==> config.mk <==
export PLATFORM = sky130hd
export DESIGN_NAME = p0pc_port0_pin_config
export DESIGN_NICKNAME = d
export VERILOG_FILES = /design/src/p0pc_pkg.sv /design/src/p0pc_port0_pin_config.sv /design/src/p0pc_sync.sv /design/src/p0pc_pin_cell.sv
export SDC_FILE = /design/constraint.sdc
export NUM_CORES = 1
export LEC_CHECK = 0
export BUFFER_PORTS_ARGS = -buffer_cell sky130_fd_sc_hd__buf_4
export CAP_MARGIN = 20
export CORE_MARGIN = 8
export CORE_UTILIZATION = 53
export CTS_CLUSTER_SIZE = 30
export DETAILED_ROUTE_END_ITERATION = 7
export HOLD_SLACK_MARGIN = 0.03
export PLACE_DENSITY = 0.81
export SYNTH_ARGS = -nofsm -noshare
export SYNTH_HDL_FRONTEND = slang
export SYNTH_SLANG_ARGS = --single-unit
==> constraint.sdc <==
create_clock -name sys_clk -period 2.6 [get_ports sys_clk]
set_input_delay 0.26 -clock sys_clk [delete_from_list [all_inputs] [get_ports sys_clk]]
set_output_delay 0.26 -clock sys_clk [all_outputs]
set_load 0.02 [all_outputs]
==> src/p0pc_pkg.sv <==
// Constants shared by the port-0 pin configuration block
package p0pc_pkg;

  // ----------------------------------------------------------------
  // Register indices (byte address is four times the index)
  // ----------------------------------------------------------------
  localparam logic [9:0] IDX_PORT_DATA = 10'h000;
  localparam logic [9:0] IDX_CLOCK_IN = 10'h005;
  localparam logic [9:0] IDX_CLOCK_OUT = 10'h006;
  localparam logic [9:0] IDX_EXT_IRQ0 = 10'h007;
  localparam logic [9:0] IDX_EXT_IRQ1 = 10'h008;
  localparam logic [9:0] IDX_EXT_IRQ2 = 10'h009;
  localparam logic [9:0] IDX_TIMER0 = 10'h00a;
  localparam logic [9:0] IDX_TIMER1 = 10'h00b;
  localparam logic [9:0] IDX_CLOCK_IO = 10'h020;
  localparam logic [9:0] IDX_SERIAL = 10'h021;

  // ----------------------------------------------------------------
  // Writable-bit masks and reset values
  // ----------------------------------------------------------------
  localparam logic [7:0] MASK_CLOCK_IN = 8'h7f;
  localparam logic [7:0] MASK_CLOCK_OUT = 8'hff;
  localparam logic [7:0] MASK_EXT_IRQ = 8'h37;
  localparam logic [7:0] MASK_TIMER = 8'hf7;
  localparam logic [7:0] MASK_PORT_DATA = 8'h7f;
  localparam logic [7:0] MASK_CLOCK_IO = 8'h07;
  localparam logic [7:0] MASK_SERIAL = 8'h3f;
  localparam logic [7:0] RST_CFG = 8'h00;

  // ----------------------------------------------------------------
  // Field positions
  // ----------------------------------------------------------------
  localparam int unsigned BIT_OE = 0;
  localparam int unsigned BIT_PU = 1;
  localparam int unsigned BIT_OD = 2;
  localparam int unsigned BIT_HS = 3;
  localparam int unsigned BIT_TTL = 4;
  localparam int unsigned BIT_POL = 5;
  localparam int unsigned BIT_IE = 6;
  localparam int unsigned BIT_ALT = 7;
  localparam int unsigned CLKIO_XOSC = 2;
  localparam int unsigned SER_OE_LSB = 2;
  localparam int unsigned SER_DATA_LSB = 4;

  // Masked register update; reserved bits always stay zero
  function automatic logic [7:0] apply_write(input logic [7:0] old_val,
                                             input logic [7:0] wdata,
                                             input logic [7:0] mask,
                                             input logic sel);
    apply_write = sel ? (wdata & mask) : old_val;
  endfunction

endpackage

==> src/p0pc_port0_pin_config.sv <==
// Port-0 pin configuration core with APB register access
// Operation
// - Polarity bit 0 high-active, 1 low-active
// - Threshold bit selects TTL, reset gives CMOS
// - High-drive bit picks strong sink where present
// - Drain-only: data one floats, zero pulls low
// - Push-pull drives pin high and low
// - Pull-up bit connects pull-up resistor
// - Drive-enable bit switches output driver
// - Crystal on forces clock pins' drivers off
// - Crystal on ignores clock pin settings
// - Serial-function bit hands enable to serial logic
// - Clock-out bit drives selected clock out
// - Three dedicated edge interrupts, polarity picks edge
// - Output pin data write raises interrupt
// - Polarity change may give spurious interrupt
// - Output without timer drive feeds data
// - First timer pin outputs fixed tick pulse
// - Second timer pin outputs programmable tick
// - Pin controls apply in timer use too
// - Interrupt-enable bit gates pin edge interrupts
//
// Our own choice: the APB slave port.
`timescale 1ns/1ps
module p0pc_port0_pin_config #(
  parameter int unsigned ADDR_W = 12
) (
  input wire logic sys_clk,
  input wire logic rst_n,
  input wire logic psel,
  input wire logic penable,
  input wire logic pwrite,
  input wire logic [ADDR_W-1:0] paddr,
  input wire logic [31:0] pwdata,
  input wire logic [3:0] pstrb,
  output logic [31:0] prdata,
  output logic pready,
  output logic pslverr,
  input wire logic [8:0] pad_in,
  output logic [8:0] pad_out,
  output logic [8:0] pad_oe_n,
  output logic [8:0] pad_pull_up,
  output logic [8:0] pad_ttl,
  output logic [8:0] pad_high_sink,
  input wire logic [3:0] clk_src,
  input wire logic fixed_tick,
  input wire logic prog_tick,
  input wire logic [1:0] serial_oe,
  input wire logic [1:0] serial_do,
  output logic [1:0] serial_rx,
  output logic [2:0] ext_irq_event,
  output logic [3:0] gpio_irq_event,
  output logic [1:0] timer_in
);

  // ----------------------------------------------------------------
  // Input synchronisers
  // ----------------------------------------------------------------
  logic [8:0] pad_sync;
  logic [3:0] clk_src_sync;

  p0pc_sync #(.WIDTH(9)) u_pad_sync (
    .sys_clk(sys_clk),
    .rst_n(rst_n),
    .in_async(pad_in),
    .out_sync(pad_sync)
  );

  p0pc_sync #(.WIDTH(4)) u_clk_sync (
    .sys_clk(sys_clk),
    .rst_n(rst_n),
    .in_async(clk_src),
    .out_sync(clk_src_sync)
  );

  assign serial_rx = pad_sync[8:7];

  // ----------------------------------------------------------------
  // Register file and APB slave
  // ----------------------------------------------------------------
  logic [7:0] cfg_reg [0:6];
  logic [7:0] cfg_next [0:6];
  logic [7:0] data_reg;
  logic [7:0] data_next;
  logic [7:0] clkio_reg;
  logic [7:0] clkio_next;
  logic [7:0] serial_reg;
  logic [7:0] serial_next;
  logic [31:0] prdata_next;
  logic pready_next;
  logic pslverr_next;
  logic [9:0] idx_c;
  logic hit_c;
  logic wr_c;
  logic [7:0] rd_c;
  logic [7:0] wb_c;
  logic [7:0] pin_state_c;
  logic crystal_osc_on;

  assign crystal_osc_on = clkio_reg[p0pc_pkg::CLKIO_XOSC];

  function automatic logic [7:0] cfg_mask(input int unsigned pin);
    case (pin)
      0: cfg_mask = p0pc_pkg::MASK_CLOCK_IN;
      1: cfg_mask = p0pc_pkg::MASK_CLOCK_OUT;
      2, 3, 4: cfg_mask = p0pc_pkg::MASK_EXT_IRQ;
      default: cfg_mask = p0pc_pkg::MASK_TIMER;
    endcase
  endfunction

  always_comb
  begin
    idx_c = paddr[11:2];
    hit_c = 1'b0;
    rd_c = 8'h00;
    if (paddr[1:0] == 2'b00 && (paddr >> 12) == '0)
    begin
      if (idx_c == p0pc_pkg::IDX_PORT_DATA)
      begin
        hit_c = 1'b1;
        rd_c = pin_state_c;
      end
      else if (idx_c >= p0pc_pkg::IDX_CLOCK_IN && idx_c <= p0pc_pkg::IDX_TIMER1)
      begin
        hit_c = 1'b1;
        rd_c = cfg_reg[3'(idx_c - p0pc_pkg::IDX_CLOCK_IN)];
      end
      else if (idx_c == p0pc_pkg::IDX_CLOCK_IO)
      begin
        hit_c = 1'b1;
        rd_c = clkio_reg;
      end
      else if (idx_c == p0pc_pkg::IDX_SERIAL)
      begin
        hit_c = 1'b1;
        rd_c = serial_reg;
      end
    end
    // Write lands only at the completing edge of the access phase
    wr_c = psel & penable & pready & pwrite & hit_c & pstrb[0];
    wb_c = pwdata[7:0];
    for (int i = 0; i < 7; i++)
      cfg_next[i] = p0pc_pkg::apply_write(cfg_reg[i], wb_c, cfg_mask(i),
        wr_c && idx_c == p0pc_pkg::IDX_CLOCK_IN + 10'(i));
    data_next = p0pc_pkg::apply_write(data_reg, wb_c, p0pc_pkg::MASK_PORT_DATA,
      wr_c && idx_c == p0pc_pkg::IDX_PORT_DATA);
    clkio_next = p0pc_pkg::apply_write(clkio_reg, wb_c, p0pc_pkg::MASK_CLOCK_IO,
      wr_c && idx_c == p0pc_pkg::IDX_CLOCK_IO);
    serial_next = p0pc_pkg::apply_write(serial_reg, wb_c, p0pc_pkg::MASK_SERIAL,
      wr_c && idx_c == p0pc_pkg::IDX_SERIAL);
    // One wait state so every bus output can come from a flop
    pready_next = psel & penable & ~pready;
    pslverr_next = psel & penable & ~pready & ~hit_c;
    prdata_next = (psel & penable & ~pready & ~pwrite) ? {24'h000000, rd_c} : 32'h00000000;
  end

  always_ff @(posedge sys_clk or negedge rst_n)
  begin
    if (!rst_n)
    begin
      for (int i = 0; i < 7; i++)
        cfg_reg[i] <= p0pc_pkg::RST_CFG;
      data_reg <= p0pc_pkg::RST_CFG;
      clkio_reg <= p0pc_pkg::RST_CFG;
      serial_reg <= p0pc_pkg::RST_CFG;
      prdata <= 32'h00000000;
      pready <= 1'b0;
      pslverr <= 1'b0;
    end
    else
    begin
      for (int i = 0; i < 7; i++)
        cfg_reg[i] <= cfg_next[i];
      data_reg <= data_next;
      clkio_reg <= clkio_next;
      serial_reg <= serial_next;
      prdata <= prdata_next;
      pready <= pready_next;
      pslverr <= pslverr_next;
    end
  end

  // ----------------------------------------------------------------
  // Pin steering
  // ----------------------------------------------------------------
  logic [7:0] eff_c [0:6];
  logic [8:0] drive_en_c;
  logic [8:0] drive_val_c;
  logic [8:0] od_c;
  logic [8:0] pu_c;
  logic [8:0] ttl_c;
  logic [8:0] hs_c;
  logic [6:0] sense_c;
  logic [6:0] act_c;
  logic clk_sel_c;

  always_comb
  begin
    clk_sel_c = clk_src_sync[clkio_reg[1:0]];
    for (int i = 0; i < 7; i++)
    begin
      // Crystal mode hides the clock pins' settings entirely
      eff_c[i] = (crystal_osc_on && i < 2) ? 8'h00 : cfg_reg[i];
      drive_en_c[i] = eff_c[i][p0pc_pkg::BIT_OE];
      drive_val_c[i] = data_reg[i];
      od_c[i] = eff_c[i][p0pc_pkg::BIT_OD];
      pu_c[i] = eff_c[i][p0pc_pkg::BIT_PU];
      ttl_c[i] = eff_c[i][p0pc_pkg::BIT_TTL];
      hs_c[i] = eff_c[i][p0pc_pkg::BIT_HS];
    end
    if (eff_c[1][p0pc_pkg::BIT_ALT])
    begin
      drive_en_c[1] = 1'b1;
      drive_val_c[1] = clk_sel_c;
    end
    // Ticks pass through ungated by any interrupt enable
    if (eff_c[5][p0pc_pkg::BIT_ALT] & eff_c[5][p0pc_pkg::BIT_OE])
      drive_val_c[5] = fixed_tick;
    if (eff_c[6][p0pc_pkg::BIT_ALT] & eff_c[6][p0pc_pkg::BIT_OE])
      drive_val_c[6] = prog_tick;
    for (int s = 0; s < 2; s++)
    begin
      if (serial_reg[s])
      begin
        drive_en_c[7 + s] = serial_oe[s];
        drive_val_c[7 + s] = serial_do[s];
      end
      else
      begin
        drive_en_c[7 + s] = serial_reg[p0pc_pkg::SER_OE_LSB + s];
        drive_val_c[7 + s] = serial_reg[p0pc_pkg::SER_DATA_LSB + s];
      end
      od_c[7 + s] = 1'b0;
      pu_c[7 + s] = 1'b0;
      ttl_c[7 + s] = 1'b1;
      hs_c[7 + s] = 1'b0;
    end
    for (int i = 0; i < 7; i++)
    begin
      // A driven pin senses its own driven level (data, selected clock or tick)
      sense_c[i] = drive_en_c[i] ? drive_val_c[i] : pad_sync[i];
      // Toggling polarity flips this level, so a spurious edge occurs when it flips from 0 to 1
      act_c[i] = sense_c[i] ^ eff_c[i][p0pc_pkg::BIT_POL];
      pin_state_c[i] = (crystal_osc_on && i < 2) ? 1'b0 : sense_c[i];
    end
    pin_state_c[7] = 1'b0;
  end

  for (genvar g = 0; g < 9; g++)
  begin : g_pin
    p0pc_pin_cell u_cell (
      .sys_clk(sys_clk),
      .rst_n(rst_n),
      .drive_en(drive_en_c[g]),
      .drive_val(drive_val_c[g]),
      .open_drain(od_c[g]),
      .pull_up(pu_c[g]),
      .ttl(ttl_c[g]),
      .high_sink(hs_c[g]),
      .pad_out(pad_out[g]),
      .pad_oe_n(pad_oe_n[g]),
      .pad_pull_up(pad_pull_up[g]),
      .pad_ttl(pad_ttl[g]),
      .pad_high_sink(pad_high_sink[g])
    );
  end

  // ----------------------------------------------------------------
  // Edge events and timer inputs
  // ----------------------------------------------------------------
  logic [6:0] act_prev_reg;
  logic [6:0] act_prev_next;
  logic [6:0] edge_c;
  logic [2:0] ext_irq_next;
  logic [3:0] gpio_irq_next;
  logic [1:0] timer_in_next;

  always_comb
  begin
    act_prev_next = act_c;
    edge_c = act_c & ~act_prev_reg;
    ext_irq_next = edge_c[4:2];
    gpio_irq_next = {edge_c[6] & eff_c[6][p0pc_pkg::BIT_IE],
                     edge_c[5] & eff_c[5][p0pc_pkg::BIT_IE],
                     edge_c[1] & eff_c[1][p0pc_pkg::BIT_IE],
                     edge_c[0] & eff_c[0][p0pc_pkg::BIT_IE]};
    for (int t = 0; t < 2; t++)
      timer_in_next[t] = (eff_c[5 + t][p0pc_pkg::BIT_OE] & ~eff_c[5 + t][p0pc_pkg::BIT_ALT])
        ? data_reg[5 + t] : pad_sync[5 + t];
  end

  always_ff @(posedge sys_clk or negedge rst_n)
  begin
    if (!rst_n)
    begin
      act_prev_reg <= 7'h00;
      ext_irq_event <= 3'h0;
      gpio_irq_event <= 4'h0;
      timer_in <= 2'h0;
    end
    else
    begin
      act_prev_reg <= act_prev_next;
      ext_irq_event <= ext_irq_next;
      gpio_irq_event <= gpio_irq_next;
      timer_in <= timer_in_next;
    end
  end
endmodule // p0pc_port0_pin_config

==> src/p0pc_sync.sv <==
// Two-stage synchroniser for pin and foreign-clock inputs
`timescale 1ns/1ps
module p0pc_sync #(
  parameter int unsigned WIDTH = 1
) (
  input wire logic sys_clk,
  input wire logic rst_n,
  input wire logic [WIDTH-1:0] in_async,
  output logic [WIDTH-1:0] out_sync
);

  logic [WIDTH-1:0] meta_reg;
  logic [WIDTH-1:0] meta_next;
  logic [WIDTH-1:0] out_next;

  always_comb
  begin
    meta_next = in_async;
    out_next = meta_reg;
  end

  always_ff @(posedge sys_clk or negedge rst_n)
  begin
    if (!rst_n)
    begin
      meta_reg <= '0;
      out_sync <= '0;
    end
    else
    begin
      meta_reg <= meta_next;
      out_sync <= out_next;
    end
  end

endmodule // p0pc_sync

==> src/p0pc_pin_cell.sv <==
// Registered pad driver for one pin
`timescale 1ns/1ps
module p0pc_pin_cell (
  input wire logic sys_clk,
  input wire logic rst_n,
  input wire logic drive_en,
  input wire logic drive_val,
  input wire logic open_drain,
  input wire logic pull_up,
  input wire logic ttl,
  input wire logic high_sink,
  output logic pad_out,
  output logic pad_oe_n,
  output logic pad_pull_up,
  output logic pad_ttl,
  output logic pad_high_sink
);

  logic out_next;
  logic oe_n_next;

  always_comb
  begin
    // Drain-only floats a one and pulls a zero low
    out_next = open_drain ? 1'b0 : drive_val;
    oe_n_next = ~(drive_en & ~(open_drain & drive_val));
  end

  always_ff @(posedge sys_clk or negedge rst_n)
  begin
    if (!rst_n)
    begin
      pad_out <= 1'b0;
      pad_oe_n <= 1'b1;
      pad_pull_up <= 1'b0;
      pad_ttl <= 1'b0;
      pad_high_sink <= 1'b0;
    end
    else
    begin
      pad_out <= out_next;
      pad_oe_n <= oe_n_next;
      pad_pull_up <= pull_up;
      pad_ttl <= ttl;
      pad_high_sink <= high_sink;
    end
  end

endmodule // p0pc_pin_cell

Yosys cells after proc, flatten, opt, wreduce, memory -nomap -nowiden:

Index checks and enable logic that the tools add are counted.

* multipliers: 0
* eq/ne operators: 9
* shift operators: 0
* div/mod/pow operators: 0
* $add $sub $neg: 1
* reduce and logical (&&, ||, !) cells: 13
* bitwise gates (word level): 61
* multiplexer cells: 44
* order comparisons: 4

Operators by type and width (number)
* 8-bit two-way mux: 7
* 10-bit by 4-bit equality test with 1-bit output, second input constant: 4
* 1-bit two-way mux: 32
* 1-bit AND: 30
* 10-bit by 3-bit equality test with 1-bit output, second input constant: 3
* 8-bit binary-select mux with 3-bit select: 1
* 1-bit NOT: 21
* 10-bit by 6-bit equality test with 1-bit output, second input constant: 2
* 6-bit two-way mux: 2
* 1-bit logical AND: 11
* 10-bit by 3-bit greater-or-equal comparator with 1-bit output, second input constant: 1
* 10-bit by 4-bit <= comparator with 1-bit output, second input constant: 1
* 10-bit logical NOT: 1
* 7-bit AND: 1
* 7-bit two-way mux: 1
* 7-bit NOT: 1
* 1-bit XOR: 7
* 4-bit greater-or-equal comparator, second input constant: 1
* 3-bit NOT with 4-bit output: 1
* 2-bit by 3-bit less-than comparator with 1-bit output, second input constant: 1
* 3-bit subtractor, second input constant: 1
* 1-bit binary-select mux with 2-bit select: 1
* 2-bit logical NOT: 1

* RAM bits: 0
* memories kept: 0
* input bits: 72
* logic and storage cells: 188
* output and inout port bits: 90
* bits in registers: 147
* latch bits: 0
* bits in read-only memories: 0

Logic depth before layout (Yosys ltp):

Gate-level depths: netlist of run 1.

* word-level depth: 9
* gate-level depth with buffers: 10

By module:

A second synthesis of run 1 with hierarchy kept.

* cells, all modules: 477
* area, all modules: 6402.4 µm²

By module, submodules not included
* p0pc_port0_pin_config: cells an instance 388, instances 1, area an instance 4445.5 µm²
* p0pc_pin_cell: cells an instance 7, instances 9, area an instance 145.1 µm²
* p0pc_sync at u_pad_sync: cells an instance 18, instances 1, area an instance 450.4 µm²
* p0pc_sync at u_clk_sync: cells an instance 8, instances 1, area an instance 200.2 µm²

Worst setup path after synthesis of run 1:

OpenSTA, ideal clock, no wires.

* kind: input-to-reg
* start: in paddr[2]
* end: reg prdata[0]
* buffers on the path: 3
* data arrival time: 2.026 ns
* stages: 10
* slack: 0.471 ns
* cells stage by stage: buf_2 -> inv_1 -> ha_1 -> buf_6 -> xnor2_1 -> buf_2 -> nand3_1 -> a21oi_1 -> o21ai_0 -> a221oi_1

* cells in the longest elaborated chain, start to end: 9

RTL lines
* start: declaration: line p0pc_port0_pin_config.sv:33 `input wire logic [ADDR_W-1:0] paddr,`
* 3-bit subtractor: line p0pc_port0_pin_config.sv:126 `rd_c = cfg_reg[3'(idx_c - p0pc_pkg::IDX_CLOCK_IN)];`
* 3-bit NOT with 4-bit output (not written as such): line p0pc_port0_pin_config.sv:126
* 8-bit binary-select mux with 3-bit select: line p0pc_port0_pin_config.sv:126
* 8-bit two-way mux (not written as such) (2 in series): line p0pc_port0_pin_config.sv:126
* 8-bit two-way mux: line p0pc_port0_pin_config.sv:123 `else if (idx_c >= p0pc_pkg::IDX_CLOCK_IN && idx_c <= p0pc_pkg::IDX_TIMER1)`
* 8-bit two-way mux *: line p0pc_port0_pin_config.sv:118 `if (idx_c == p0pc_pkg::IDX_PORT_DATA)`
* 8-bit two-way mux *: line p0pc_port0_pin_config.sv:116 `if (paddr[1:0] == 2'b00 && (paddr >> 12) == '0)`
* 8-bit two-way mux *: line p0pc_port0_pin_config.sv:154 `prdata_next = (psel & penable & ~pready & ~pwrite) ? {24'h000000, rd_c} : 32'h00000000;`
* named net prdata_next[0]: line p0pc_port0_pin_config.sv:89 `logic [31:0] prdata_next;`
* end signal: assignment: line p0pc_port0_pin_config.sv:177 `prdata <= prdata_next;`
* end: declaration: line p0pc_port0_pin_config.sv:36 `output logic [31:0] prdata,`

The timed path passes the listed nets; every way through them passes the cells marked *. The select of a mux whose other input is x is not followed.
A chain may end at the register's enable or synchronous reset.

Worst setup path in the final report of run 1:

* start: reg pready
* end: reg data_reg[6]

* cells in the longest elaborated chain, start to end: 5

RTL lines
* start: declaration: line p0pc_port0_pin_config.sv:37 `output logic pready,`
* start signal: assignment: line p0pc_port0_pin_config.sv:178 `pready <= pready_next;`
* 1-bit AND (4 in series): line p0pc_port0_pin_config.sv:140 `wr_c = psel & penable & pready & pwrite & hit_c & pstrb[0];`
* 1-bit logical AND: line p0pc_port0_pin_config.sv:146 `wr_c && idx_c == p0pc_pkg::IDX_PORT_DATA);`
* end signal: assignment: line p0pc_port0_pin_config.sv:163 `data_reg <= p0pc_pkg::RST_CFG;`
* end signal: assignment: line p0pc_port0_pin_config.sv:174 `data_reg <= data_next;`
* end: declaration: line p0pc_port0_pin_config.sv:83 `logic [7:0] data_reg;`

Every way passes these cells.

==> impl_metrics.env, run 1 <==
export IMPL_clock_path_buffers=2
export IMPL_syn_inst=523
export IMPL_synth_edf_count=0
export IMPL_hold_depth=2
export IMPL_dieArea_um2=16000
export IMPL_intPower_mw=4.21
export IMPL_p_sw_mw=1.12
export IMPL_hpwl_um=10600
export IMPL_clkPwrFrac=0.500
export IMPL_row_count=40
export IMPL_r2r_slack_ps=420
export IMPL_synthFlopType="dfrtp_1"
export IMPL_holdBufCountCts=16
export IMPL_clk_pin_slew_ps=60
export IMPL_synth_seq_cells=147
export IMPL_largest_reg_flops=44
export IMPL_avgSynthCellArea_um2=12.4
export IMPL_worstSetupPathType="reg2reg"
export IMPL_initialDrtViolationCount=220
export IMPL_rr_endpoint="data_reg[6]"
export IMPL_route_met2_wl_um=7400
export IMPL_first_pass_iters=4
export IMPL_die_h_um=127
export IMPL_grt_pass1_vias=4318
export IMPL_grt_antenna_before_repair=0
export IMPL_yosysWarnings=0
export IMPL_whs_endpoint="g_pin[7].u_cell.pad_out"
export IMPL_drc=0
export IMPL_cts_sinks=147
export IMPL_max_cap_violations=0
export IMPL_rr_worst_depth=5
export IMPL_cts_root_buf="clkbuf_16"
export IMPL_final_seq_area_um2=3690
export IMPL_routedWlPerCell_um=19.3
export IMPL_cp_start_kind="flop"
export IMPL_synth_top_area_frac=0.533
export IMPL_clock_latency_ps=420
export IMPL_required_ps=2900
export IMPL_port_buffers=101
export IMPL_cp_cell_sequence="nand4_1 -> or4b_4 -> nor2_1 -> nand2_1 -> mux2_2"
export IMPL_p_seq_frac=0.438
export IMPL_synth_area_top_cells="dfrtp_1, mux2_2, buf_4"
export IMPL_drive_above_1_share=0.365
export IMPL_via_per_inst=5.30
export IMPL_rsz0062_at_grt="no"
export IMPL_relSlewSlack=0.586
export IMPL_top_layer_used="met4"
export IMPL_skew_ps=7.43
export IMPL_multi_input_area_um2=2240
export IMPL_hold_viol=0
export IMPL_start_util=0.542
export IMPL_post_cts_buffers=0
export IMPL_cp_max_fo=7
export IMPL_finalCritPeriodShare=0.837
export IMPL_final_nets=689
export IMPL_finalCriticalPeriod_ps=2180
export IMPL_coreArea_um2=12000
export IMPL_max_stage_delay_ps=570
export IMPL_hold_class="in2reg"
export IMPL_grt_max_degree=67
export IMPL_setup_violations=0
export IMPL_drt_met1_wl_um=6120
export IMPL_slowest_stage="or4b_4"
export IMPL_ioPinCount=162
export IMPL_status="finished clean"
export IMPL_synth_cell_area_um2=6480
export IMPL_fin_hold_ws_ps=70.4
export IMPL_area_delta_synth_final_pct=20.5
export IMPL_cts_tree="done"
export IMPL_grt_overflow_total=0
export IMPL_grt_pass1_wl_um=23800
export IMPL_synth_top_area_cell="dfrtp_1"
export IMPL_worst_pin_slew_ps=615
export IMPL_critPathArrivalTime_ps=2480
export IMPL_p_leak_nw=3.78
export IMPL_fin_tns_setup_ps=0
export IMPL_post_cts_resize_count=0
export IMPL_die_w_um=127
export IMPL_comb_power_share=0.062
export IMPL_ir_drop_v=0.000516
export IMPL_gp_congestion=0.890
export IMPL_synth_cell_types=52
export IMPL_via_count=4094
export IMPL_diodes=0
export IMPL_ys_seq_area_frac=0.569
export IMPL_cts_buffers=17
export IMPL_power_density_nw_per_um2=683
export IMPL_max_freq_ghz=0.459
export IMPL_grt_usage=0.194
export IMPL_timing_rr_start="pready"
export IMPL_wl_um=14900
export IMPL_wl_met3_um=1100
export IMPL_ys_async_sr_fraction=1.00
export IMPL_switching_share=0.210
export IMPL_nFillCells=879
export IMPL_drv_slew=0
export IMPL_cp_end_kind="flop"
export IMPL_min_from="serial_do[0]"
export IMPL_ant_nets=0
export IMPL_cts_max_level=4
-- stage by stage --
step           std cells  setup WS [ps]  total power, mW   util  area [µm²]
6_report             772            423             5.33  0.653        7810
5_1_grt              772            303             5.51  0.653        7810
4_1_cts              772            407             5.38  0.653        7810
3_5_place_dp         725            210             2.68  0.585        7000
3_3_place_gp         725            287             2.67  0.585        7000
2_1_floorplan        555            471             2.57      -        6600
-- worst max-delay path, delay by kind of cell, from the launching register on --
kind             cells  cell delay, ps
AND/OR/NAND/NOR      4            1260
multiplexers         1             420
flip-flops           1             380
-- metal layers --
metal | vias up | global-route usage
li1 | 1890 | -
met1 | 2046 | 0.237
met2 | 137 | 0.317
met3 | 21 | 0.0574
met4 | 0 | 0.0757
met5 | - | 0
-- cell usage after synthesis, types with 3 or more instances --
master and instances:
a21oi_1 12, a221oi_1 4, a311o_1 6, a31oi_1 3, and2_1 3, and3_1 3, buf_2 4, buf_4 71
clkbuf_1 8, clkdlybuf4s25_2 3, dfrtp_1 138, dfstp_2 9, ha_1 4, inv_1 9, mux2_2 68, mux2i_1 12
mux4_2 3, nand2_1 47, nand2b_1 4, nand3_1 11, nand4_1 7, nor2_1 16, nor2b_1 17, nor3_1 4
nor4_1 4, o21ai_0 8, xnor2_1 6, xor2_1 3
-- layout by cell type (no fill, tap or decap), types with 3 or more instances in the layout --
cell	synthesis	routed
dlygate4sd3_1	0	16
dfstp_2	9	9
a311o_1	6	6
nor4_1	4	4
xnor2_1	6	6
xor2_1	3	3
nand4_1	7	7
clkbuf_16	0	17
inv_1	9	9
nand2b_1	4	4
nand3_1	11	11
dfrtp_1	138	138
nor2_1	16	16
bufinv_16	0	5
nor3_1	4	4
mux2i_1	12	12
a221oi_1	4	4
nand2_1	47	47
buf_4	71	109
a31oi_1	3	3
mux2_2	68	68
conb_1	2	34
clkbuf_8	0	3
and2_1	3	3
o21ai_0	8	8
ha_1	4	4
mux4_2	3	3
a21oi_1	12	12
nor2b_1	17	17
and3_1	3	3
-- power groups by stage --
stage,combinational [mW],clock (mW),sequential (mW)
2_1_floorplan,0.189,0,2.38
3_3_place_gp,0.303,0,2.37
3_5_place_dp,0.311,0,2.37
4_1_cts,0.331,2.72,2.33
5_1_grt,0.362,2.81,2.34
6_report,0.330,2.67,2.33
-- cell families after synthesis --
family / after synthesis / share of synthesized area
fa+ha+maj: 4 / 0.00772
other cells: 2 / 0.00116
buf+inv: 97 / 0.103
compound gates: 49 / 0.0527
flops: 147 / 0.569
mux: 83 / 0.147
simple gates: 132 / 0.107
xor+xnor: 9 / 0.0122
-- worst max path at each step --
stage	start	to	slack, ps	depth (start not counted)
floorplan	paddr[2]	prdata[0]	470	10
global placement	paddr[2]	cfg_reg[46]	290	8
detailed placement	paddr[2]	cfg_reg[47]	210	8
CTS	pready	data_reg[6]	410	5
global route	pready	data_reg[6]	300	5
finish	pready	data_reg[6]	420	5
-- area by class of cell --
cell class | instances | area share
Clock inverter | 9 | 0.0226
Sequential cell | 147 | 0.472
Clock buffer | 22 | 0.0607
Tap cell | 147 | 0.0235
Timing Repair Buffer | 127 | 0.129
Multi-Input combinational cell | 311 | 0.287
Inverter | 9 | 0.00432
(Power assumes the default switching activity.)
==> run 2, diff against run 1 <==
==> constraint.sdc (replaced) <==
create_clock -name sys_clk -period 2.1 [get_ports sys_clk]
set_input_delay 0.21 -clock sys_clk [delete_from_list [all_inputs] [get_ports sys_clk]]
set_output_delay 0.21 -clock sys_clk [all_outputs]
set_load 0.02 [all_outputs]
==> impl_metrics.env, run 2 (same netlist as run 1, synthesis figures left out) <==
export IMPL_status="finished clean"
export IMPL_cts_root_buf="clkbuf_16"
export IMPL_power_density_nw_per_um2=781
export IMPL_utilization=0.660
export IMPL_ir_drop_v=0.000667
export IMPL_ant_nets=0
export IMPL_cp_start_kind="flop"
export IMPL_drc=0
export IMPL_die_w_um=127
export IMPL_worst_pin_slew_ps=579
export IMPL_cts_tree="done"
export IMPL_dieArea_um2=16000
export IMPL_hpwl_um=11000
export IMPL_cts_buffers=17
export IMPL_diodes=0
export IMPL_clk_pin_slew_ps=60
export IMPL_initialDrtViolationCount=294
export IMPL_grt_max_degree=80
export IMPL_grt_pass1_wl_um=23900
export IMPL_nFillCells=868
export IMPL_coreArea_um2=12000
export IMPL_row_count=40
export IMPL_via_count=4179
export IMPL_ioPinCount=162
export IMPL_p_leak_nw=3.81
export IMPL_first_pass_iters=4
export IMPL_finalCritPeriodShare=0.988
export IMPL_intPower_mw=4.74
export IMPL_cp_end_kind="flop"
export IMPL_area_delta_synth_final_pct=21.7
export IMPL_final_cell_mix="dfrtp_1, buf_4, mux2_2"
export IMPL_start_util=0.542
export IMPL_via_per_inst=5.28
export IMPL_worstSetupPathType="reg2reg"
export IMPL_relSlewSlack=0.610
export IMPL_grt_usage=0.195
export IMPL_routedWlPerCell_um=19.0
export IMPL_switching_share=0.231
export IMPL_critPathArrivalTime_ps=2380
export IMPL_required_ps=2400
export IMPL_gp_congestion=0.856
export IMPL_cts_sinks=147
export IMPL_dp_cells=737
export IMPL_setup_violations=0
export IMPL_p_sw_mw=1.43
export IMPL_wl_um=15000
export IMPL_fin_tns_setup_ps=0
export IMPL_drv_slew=0
export IMPL_hold_viol=0
export IMPL_cts_max_level=4
export IMPL_grt_pass1_vias=4527
export IMPL_max_cap_violations=0
export IMPL_skew_ps=6.15
export IMPL_comb_power_share=0.072
export IMPL_finalCriticalPeriod_ps=2070
export IMPL_clkPwrFrac=0.459
export IMPL_grt_overflow_total=0
export IMPL_place_ws_ps=-208
export IMPL_rsz0062_at_grt="yes"
export IMPL_clock_latency_ps=420
export IMPL_final_common_cell="dfrtp_1"
export IMPL_die_h_um=127
export IMPL_grt_antenna_before_repair=0
export IMPL_fin_hold_ws_ps=70.2
export IMPL_drive_above_1_share=0.380
export IMPL_r2r_slack_ps=30
export IMPL_port_buffers=101
export IMPL_hold_class="in2reg"
export IMPL_clock_path_buffers=2
export IMPL_p_seq_frac=0.469
export IMPL_largest_reg_flops=44
export IMPL_final_nets=708
export IMPL_cp_max_fo=7
export IMPL_stdcell_count=792
export IMPL_setup_ws_ps=26.0
export IMPL_max_freq_ghz=0.482
## run 2: changes by cell type in the layout (fill, tap and decap cells not counted), sizes merged
| cell | previous run | this run |
|---|---|---|
| clkinvlp | 1 | 7 |
| buf | 111 | 125 |
| clkbuf | 22 | 21 |
| inv | 9 | 10 |
| clkinv | 3 | 2 |
| dlygate4sd3 | 16 | 21 |
| bufinv | 5 | 1 |
## run 2: stage by stage
step	area, µm²	total power [mW]
after floorplan	6600	3.18
after global placement	7090	3.33
after detailed placement	7090	3.35
after CTS	7870	6.22
after global routing	7890	6.39
final	7890	6.16
## run 2: timing repair
item / 4_1_cts / 5_1_grt
gates resized for setup: 0 / 2
hold buffers: 21 / 0
buffers inserted: 0 / 2
hold endpoints to repair: 60 / 0
endpoints found under the setup margin: 0 / 38
## run 2: power by group through the flow
stage	sequential, mW	combinational (mW)	clock (mW)
after global placement	2.94	0.399	0
final	2.89	0.444	2.83
after detailed placement	2.94	0.408	0
after CTS	2.89	0.440	2.89
after global routing	2.89	0.484	3.02
after floorplan	2.94	0.234	0
## run 2: final cells by class
type | instances | area [µm²] | share of cell area
clock buffer | 21 | 460 | 0.0584
sequential | 147 | 3690 | 0.468
inverter | 9 | 33.8 | 0.00428
timing repair buffer | 146 | 1160 | 0.148
multi-input combinational | 311 | 2250 | 0.285
tap | 147 | 184 | 0.0233
clock inverter | 11 | 105 | 0.0133
## run 2: routing by layer
layer | GRT usage | vias up | part of all wire
li1 | - | 1920 | -
met1 | 0.229 | 2073 | 0.41
met2 | 0.319 | 157 | 0.49
met3 | 0.0616 | 29 | 0.078
met4 | 0.0906 | 0 | 0.024
met5 | 0 | - | 0
## run 2: worst max-delay path, cell delays in order (launching register included)
cell	delay, ps
dfrtp_1	340
nand4_1	110
or4b_4	580
nor4_4	250
buf_4	180
nand2_2	160
mux2_2	320
## run 2: final timing paths
path	cells past startpoint	startpoint	endpoint
setup / recovery	6	pready	cfg_reg[15]
hold / removal	2	pwdata[6]	data_reg[6]
setup reg to reg	6	pready	cfg_reg[15]
hold reg to reg	0	u_pad_sync.meta_reg[1]	u_pad_sync.out_sync[1]
max in group asynchronous	3	rst_n	g_pin[6].u_cell.pad_oe_n
min in group asynchronous	2	rst_n	ext_irq_event[0]
